### src/igd_defines.vh
/*
 definitions shared by the host controller of an isolated gate driver:
 pin levels, input encodings, state codes and timing constants.
 assumes a 100 MHz clock and inclusion by bare name.
*/
// Operation
// - with negative input low, positive input high turns gate on.
// - with positive input high, negative input low turns gate on.
// - desaturation pulls fault low until controller drives clear low.
// - external shutdown stops converter switching while asserted.
// - controller keeps frequency pin hi-z at startup, low running, high off.
`ifndef IGD_DEFINES_VH
`define IGD_DEFINES_VH

// ==========================================
// timing
`define IGD_CLK_MHZ 100
`define IGD_STARTUP_US 1000
`define IGD_CLEAR_PULSE_NS 1000
`define IGD_RETRY_S 40
// wide on purpose: the retry count overflows a 32-bit integer
`define IGD_US_PER_S 40'h00000F4240
// ==========================================
// drive encodings on the complementary pair
`define IGD_POS_OFF 1'h0
`define IGD_NEG_ON 1'h0
`define IGD_NEG_OFF 1'h1
`define IGD_POS_ON 1'h1
// ==========================================
// host states, one-hot
`define IGD_ST_W 5
`define IGD_ST_START 5'h01
`define IGD_ST_WAIT 5'h02
`define IGD_ST_RUN 5'h04
`define IGD_ST_CLEAR 5'h08
`define IGD_ST_HOLD 5'h10

`endif

### src/igd_host.v
/*
 host controller of an isolated gate driver: drives the complementary
 control pair, pulses fault clear, runs the converter shutdown pin and
 watches fault and power-ready.
 assumes the driver pins are asynchronous and an external pull-up on
 the fault line; the testbench takes the frequency pin output and enable as two separate wires.
*/
`timescale 1ns/1ns
`default_nettype none
`include "igd_defines.vh"
module igd_host #(
    parameter STARTUP_CYC = `IGD_STARTUP_US * `IGD_CLK_MHZ,
    parameter CLEAR_CYC = (`IGD_CLEAR_PULSE_NS * `IGD_CLK_MHZ + 999) / 1000,
    parameter RETRY_CYC = `IGD_RETRY_S * `IGD_US_PER_S * `IGD_CLK_MHZ,
    parameter USE_NEG = 0
) (
    input wire clk,
    input wire rst,
    input wire gate_cmd,
    input wire conv_off_req,
    input wire auto_clear,
    input wire clear_req,
    input wire fault_out_n,
    input wire power_ready,
    output reg ctrl_pos,
    output reg ctrl_neg,
    output reg fault_clear_n,
    output reg converter_off_freq_pin_o,
    output reg converter_off_freq_pin_oe,
    output reg fault_seen,
    output reg ready_seen,
    output reg startup_done,
    output reg restart_wait
);
    wire [1:0] pin_s;
    wire flt_n_s;
    wire rdy_s;
    reg [`IGD_ST_W-1:0] st_r;
    reg [`IGD_ST_W-1:0] st_nxt;
    reg [39:0] cnt_r;
    reg [39:0] cnt_nxt;
    reg drive_on;

    // ==========================================
    // pin synchronisers
    igd_sync #(.W(2)) u_sync (
        .clk(clk),
        .rst(rst),
        .d({fault_out_n, power_ready}),
        .q(pin_s)
    );
    assign flt_n_s = pin_s[1];
    assign rdy_s = pin_s[0];

    // ==========================================
    // sequencer
    always @* begin
        st_nxt = st_r;
        cnt_nxt = cnt_r + 40'h1;
        case (st_r)
            `IGD_ST_START: begin
                // frequency pin left floating so straps are sampled
                if (cnt_r >= STARTUP_CYC - 1) begin
                    st_nxt = `IGD_ST_WAIT;
                    cnt_nxt = 40'h0;
                end
            end
            `IGD_ST_WAIT: begin
                if (rdy_s) begin
                    st_nxt = `IGD_ST_RUN;
                    cnt_nxt = 40'h0;
                end else if (cnt_r >= RETRY_CYC - 1) begin
                    st_nxt = `IGD_ST_START;
                    cnt_nxt = 40'h0;
                end
            end
            `IGD_ST_RUN: begin
                cnt_nxt = 40'h0;
                if (!rdy_s) begin
                    st_nxt = `IGD_ST_WAIT;
                end else if (!flt_n_s) begin
                    st_nxt = `IGD_ST_HOLD;
                end
            end
            `IGD_ST_HOLD: begin
                cnt_nxt = 40'h0;
                // lockout faults release by themselves, so no clear
                if (!rdy_s) begin
                    st_nxt = `IGD_ST_WAIT;
                end else if (flt_n_s) begin
                    st_nxt = `IGD_ST_RUN;
                end else if (auto_clear || clear_req) begin
                    st_nxt = `IGD_ST_CLEAR;
                end
            end
            `IGD_ST_CLEAR: begin
                if (cnt_r >= CLEAR_CYC - 1) begin
                    st_nxt = `IGD_ST_RUN;
                    cnt_nxt = 40'h0;
                end
            end
            default: begin
                st_nxt = `IGD_ST_START;
                cnt_nxt = 40'h0;
            end
        endcase
    end

    // gate command only while running and no fault showing
    always @* begin
        drive_on = gate_cmd && (st_r == `IGD_ST_RUN) && flt_n_s;
    end

    // ==========================================
    // registers and pin drive
    always @(posedge clk) begin
        if (rst) begin
            st_r <= `IGD_ST_START;
            cnt_r <= 40'h0;
            ctrl_pos <= `IGD_POS_OFF;
            ctrl_neg <= `IGD_NEG_OFF;
            fault_clear_n <= 1'h1;
            converter_off_freq_pin_o <= 1'h0;
            converter_off_freq_pin_oe <= 1'h0;
            fault_seen <= 1'h0;
            ready_seen <= 1'h0;
            startup_done <= 1'h0;
            restart_wait <= 1'h0;
        end else begin
            st_r <= st_nxt;
            cnt_r <= cnt_nxt;
            if (USE_NEG != 0) begin
                // positive held high, negative is the low-true command
                ctrl_pos <= `IGD_POS_ON;
                ctrl_neg <= drive_on ? `IGD_NEG_ON : `IGD_NEG_OFF;
            end else begin
                // negative held low, positive is the command
                ctrl_neg <= `IGD_NEG_ON;
                ctrl_pos <= drive_on ? `IGD_POS_ON : `IGD_POS_OFF;
            end
            if (st_nxt == `IGD_ST_CLEAR || st_nxt == `IGD_ST_HOLD) begin
                // positive low is a hard off in either mode
                ctrl_pos <= `IGD_POS_OFF;
            end
            fault_clear_n <= (st_nxt != `IGD_ST_CLEAR);
            if (st_nxt == `IGD_ST_START) begin
                converter_off_freq_pin_oe <= 1'h0;
                converter_off_freq_pin_o <= 1'h0;
            end else begin
                converter_off_freq_pin_oe <= 1'h1;
                converter_off_freq_pin_o <= conv_off_req;
            end
            fault_seen <= !flt_n_s && rdy_s;
            ready_seen <= rdy_s;
            startup_done <= (st_nxt != `IGD_ST_START);
            restart_wait <= (st_nxt == `IGD_ST_WAIT) && !rdy_s;
        end
    end
endmodule
`default_nettype wire

### src/igd_sync.v
/*
 two flip-flop synchroniser, one per bit.
 assumes inputs come from pins outside the clock domain.
*/
`timescale 1ns/1ns
`default_nettype none
module igd_sync #(
    parameter W = 1
) (
    input wire clk,
    input wire rst,
    input wire [W-1:0] d,
    output wire [W-1:0] q
);
    reg [W-1:0] meta_r;
    reg [W-1:0] sync_r;
    // ==========================================
    // synchroniser stages
    genvar i;
    generate
        for (i = 0; i < W; i = i + 1) begin : g_bit
            always @(posedge clk) begin
                if (rst) begin
                    meta_r[i] <= 1'h0;
                    sync_r[i] <= 1'h0;
                end else begin
                    meta_r[i] <= d[i];
                    sync_r[i] <= meta_r[i];
                end
            end
        end
    endgenerate
    assign q = sync_r;
endmodule
`default_nettype wire

### config.mk
export PLATFORM = sky130hd
export DESIGN_NAME = igd_host
export DESIGN_NICKNAME = d
export VERILOG_FILES = /design/src/igd_host.v /design/src/igd_sync.v
export VERILOG_INCLUDE_DIRS = /design/src
export SDC_FILE = /design/constraint.sdc
export NUM_CORES = 1
export LEC_CHECK = 0
export ABC_AREA = 1
export BUFFER_PORTS_ARGS = -buffer_cell sky130_fd_sc_hd__buf_2
export CAP_MARGIN = 25
export CORE_ASPECT_RATIO = 1.5
export CORE_MARGIN = 3
export CORE_UTILIZATION = 35
export CTS_BUF_LIST = sky130_fd_sc_hd__clkbuf_2
export CTS_CLUSTER_DIAMETER = 30
export DETAILED_ROUTE_END_ITERATION = 10
export PLACE_DENSITY_LB_ADDON = 0.05
export SLEW_MARGIN = 5
export SYNTH_ARGS = -nofsm -noshare
export SYNTH_HDL_FRONTEND = slang
export SYNTH_HIERARCHICAL = 1
export SYNTH_SLANG_ARGS = --single-unit
### constraint.sdc
create_clock -name clk -period 1.6 [get_ports clk]
set_input_delay 0 -clock clk [delete_from_list [all_inputs] [get_ports clk]]
set_output_delay 0 -clock clk [all_outputs]
set_load 0.02 [all_outputs]
==> results.md <==
* Gr ovfl total at 0
* Vias per cell at 4.44
* Violated checks: negative setup slack
* R2r setup slk at -0.13 ns
* Power Total at 2.42 mW
* Mapped Cells at 402
* Fin util at 53.2%
* ANT nets after route at 0
* Clock skew at 0.0379 ns
* Post-DP HPWL at 5.55 mm
* Crit path capture type: flop
* Period utilization at 108%
* Clk sinks at 57
* H-tree levels at 3
* Die X at 80.1 um
* Cell taking the most area after synthesis: dfxtp_1
* DR WL/cell at 11.6 um
* Yosys reg bits at 57
* Antenna violations before repair at 0
* Met2 usage at 33.8%
* Dpl ws at -0.178 ns
* Reg2reg path depth at 13
* VDD IR max at 0.454 mV
* CP Launch Type: flop
* Critical path class: reg -> reg
* Global Route met1 Usage at 19.5%
* CTS tree: built
* DRT Pass-1 Iters at 5
* Final WS setup at -0.134 ns
* GRT busiest layer: met2
* Clock Latency Late Sink at 0.50 ns
* Layout Cells excl Fill at 641
* Worst EP required at 1.98 ns
* Largest net degree at the start of global routing at 15
* WHS Path Cells at 4
* Dpl cell area at 3700 um2
* Count of final setup violators at 34
* Crit path DAT at 2.11 ns
* Synth Area per Inst at 7.16 um2
* Clk root buf: clkbuf_2
* Tmin final at 1.73 ns
* Synth area leaders: dfxtp_1, nand2_1, nor2_1
* Post-Syn Area at 2880 um2
* Via Count at 2844
* RSZ-0062 raised after global routing: true
* DRT Wirelength at 7.44 mm
* Status: complete, but fails checks
* Nets at 543
* Core Area at 7810 um2
* Die height at 117 um
* Final Cell Area at 4150 um2
* Max cap viols at 0
* Sequential-to-total area share from yosys stat at 39.6%
* Drt drc at 0
* Number of global-route vias before repair at 3010
* Max Root-Sink Buffers at 2
* Pleak at 1.74 nW
* DR iter-0 viols at 53
* CTS clk-pin slew, worst paths at 0.15 ns
* Layout cells sized above 1 at 42.5%
* Starting Density at 36.9%
* GRT Util Overall at 18.2%
* Post-synthesis cell type count at 36
* Die ar. at 9380 um2
* Placer congestion estimate at 0.806
* Met3 Usage GRT at 3.60%
* I/O Pins at 17
* CTS buffer count at 9
* Site row count at 39
* Yosys warning count at 6
* First-pass GRT wire length at 13.1 mm
* Pins Over Slew Limit at 0
* Yosys top cell area share at 39.6%
* Area growth, synth to finish at 44.1%
* Count of input and output buffers at 16
* PwrDens at 583 nW/um2
* Final Hold Fails at 0
* Max Fclk at 0.577 GHz
* # diodes at 0
* Worst Hold Class: in -> reg
* Placed insts at 606
* CP Max Fanout at 14
==> cells in the final DEF (no fill, tap or decap), drive strengths merged <==
cell type,count
dlygate4sd3,10
a31oi,1
a21oi,7
o22ai,1
and3,1
nand3b,1
nor2,103
o21a,1
xor2,19
clkinv,6
and2,1
nor3,11
conb,8
nor4,5
dfxtp,57
o21ai,4
a41oi,1
buf,108
clkbuf,11
nand4,13
a2111oi,1
ha,1
nand3,23
xnor2,3
nand2,85
inv,57
==> worst paths after layout <==
kind / from / end
setup / recovery: cnt_r[0] / cnt_r[24]
hold / removal: conv_off_req / converter_off_freq_pin_o
hold reg to reg: u_sync/meta_r[0] / u_sync/q[0]
setup reg to reg: cnt_r[0] / cnt_r[24]
==> flip-flops by register name, indices dropped and copies added, names as in the netlist <==
| name | count |
|---|---|
| cnt_r | 40 |
| converter_off_freq_pin_o | 1 |
| converter_off_freq_pin_oe | 1 |
| ctrl_neg | 1 |
| ctrl_pos | 1 |
| fault_clear_n | 1 |
| fault_seen | 1 |
| ready_seen | 1 |
| restart_wait | 1 |
| st_r | 5 |
| u_sync/meta_r | 2 |
| u_sync/q | 2 |
==> where the power goes <==
group / internal (mW) / switching, mW
logic: 0.0871 / 0.119
registers: 1.45 / 0.0191
clock network: 0.200 / 0.541
==> final cells by class <==
class | instances | area [um2]
Inverter | 57 | 223
Clock buffer | 11 | 55.1
Timing Repair Buffer | 118 | 890
Timing Repair inverter | 1 | 11.3
Sequential cell | 57 | 1170
Fill cell | 778 | 3660
Tap cell | 102 | 128
Clock inverter | 5 | 22.5
Multi-Input combinational cell | 290 | 1650
==> critical path, stage by stage, from the launching register on <==
cell     delay, ns
dfxtp_4       0.40
ha_4          0.15
nand3_4       0.09
inv_2         0.08
nand2_1       0.06
nand2_1       0.06
nand2_1       0.07
nand4_1       0.14
nand2_2       0.08
nor2_4        0.12
nor2_4        0.05
buf_4         0.15
inv_8         0.11
nor2_1        0.05
==> synth_stat cells (all sizes together) <==
library cell	count
nand3	23
o22ai	1
clkinv	1
a21oi	7
nand3b	1
a2111oi	1
nand2	85
nor3	11
nor2	103
a31oi	1
conb	1
nand4	13
a41oi	1
nor4	5
buf	5
xnor2	3
inv	56
and3	1
o21ai	4
and2	1
o21a	1
ha	1
xor2	19
dfxtp	57
==> stage by stage <==
step / TNS, ns / hold WS (ns)
floorplan: 0 / 0.0277
global placement: -4.74 / 0.201
detailed placement: -5.05 / 0.208
CTS: -3.42 / 0.211
global route: -8.51 / 0.208
finish: -3.45 / 0.269
==> layer usage <==
layer / vias to the layer above / wire, um
met1: 1296 / 3040
li1: 1507 / -
met5: - / 0
met3: 13 / 185
met4: 0 / 150
met2: 28 / 4070
==> timing repair <==
item                                    in CTS  in global routing
endpoints found under the hold margin       17                  0
cloned                                       1                  0
gates resized for setup                     36                 42
endpoints found under the setup margin      39                 41
pin swaps                                    8                 10
setup buffers                                5                  6
hold buffers                                10                  0
==> cells by family after synthesis <==
group                    synth area share (%)
buffers and inverters                    10.1
XOR/XNOR                                 6.69
flip-flops                               39.6
AO/OA/AOI/OAI                            3.35
AND/OR/NAND/NOR                          39.7
other                                   0.130
adder cells (fa/ha/maj)                 0.434
No activity file was read; power rests on OpenSTA's default activity.
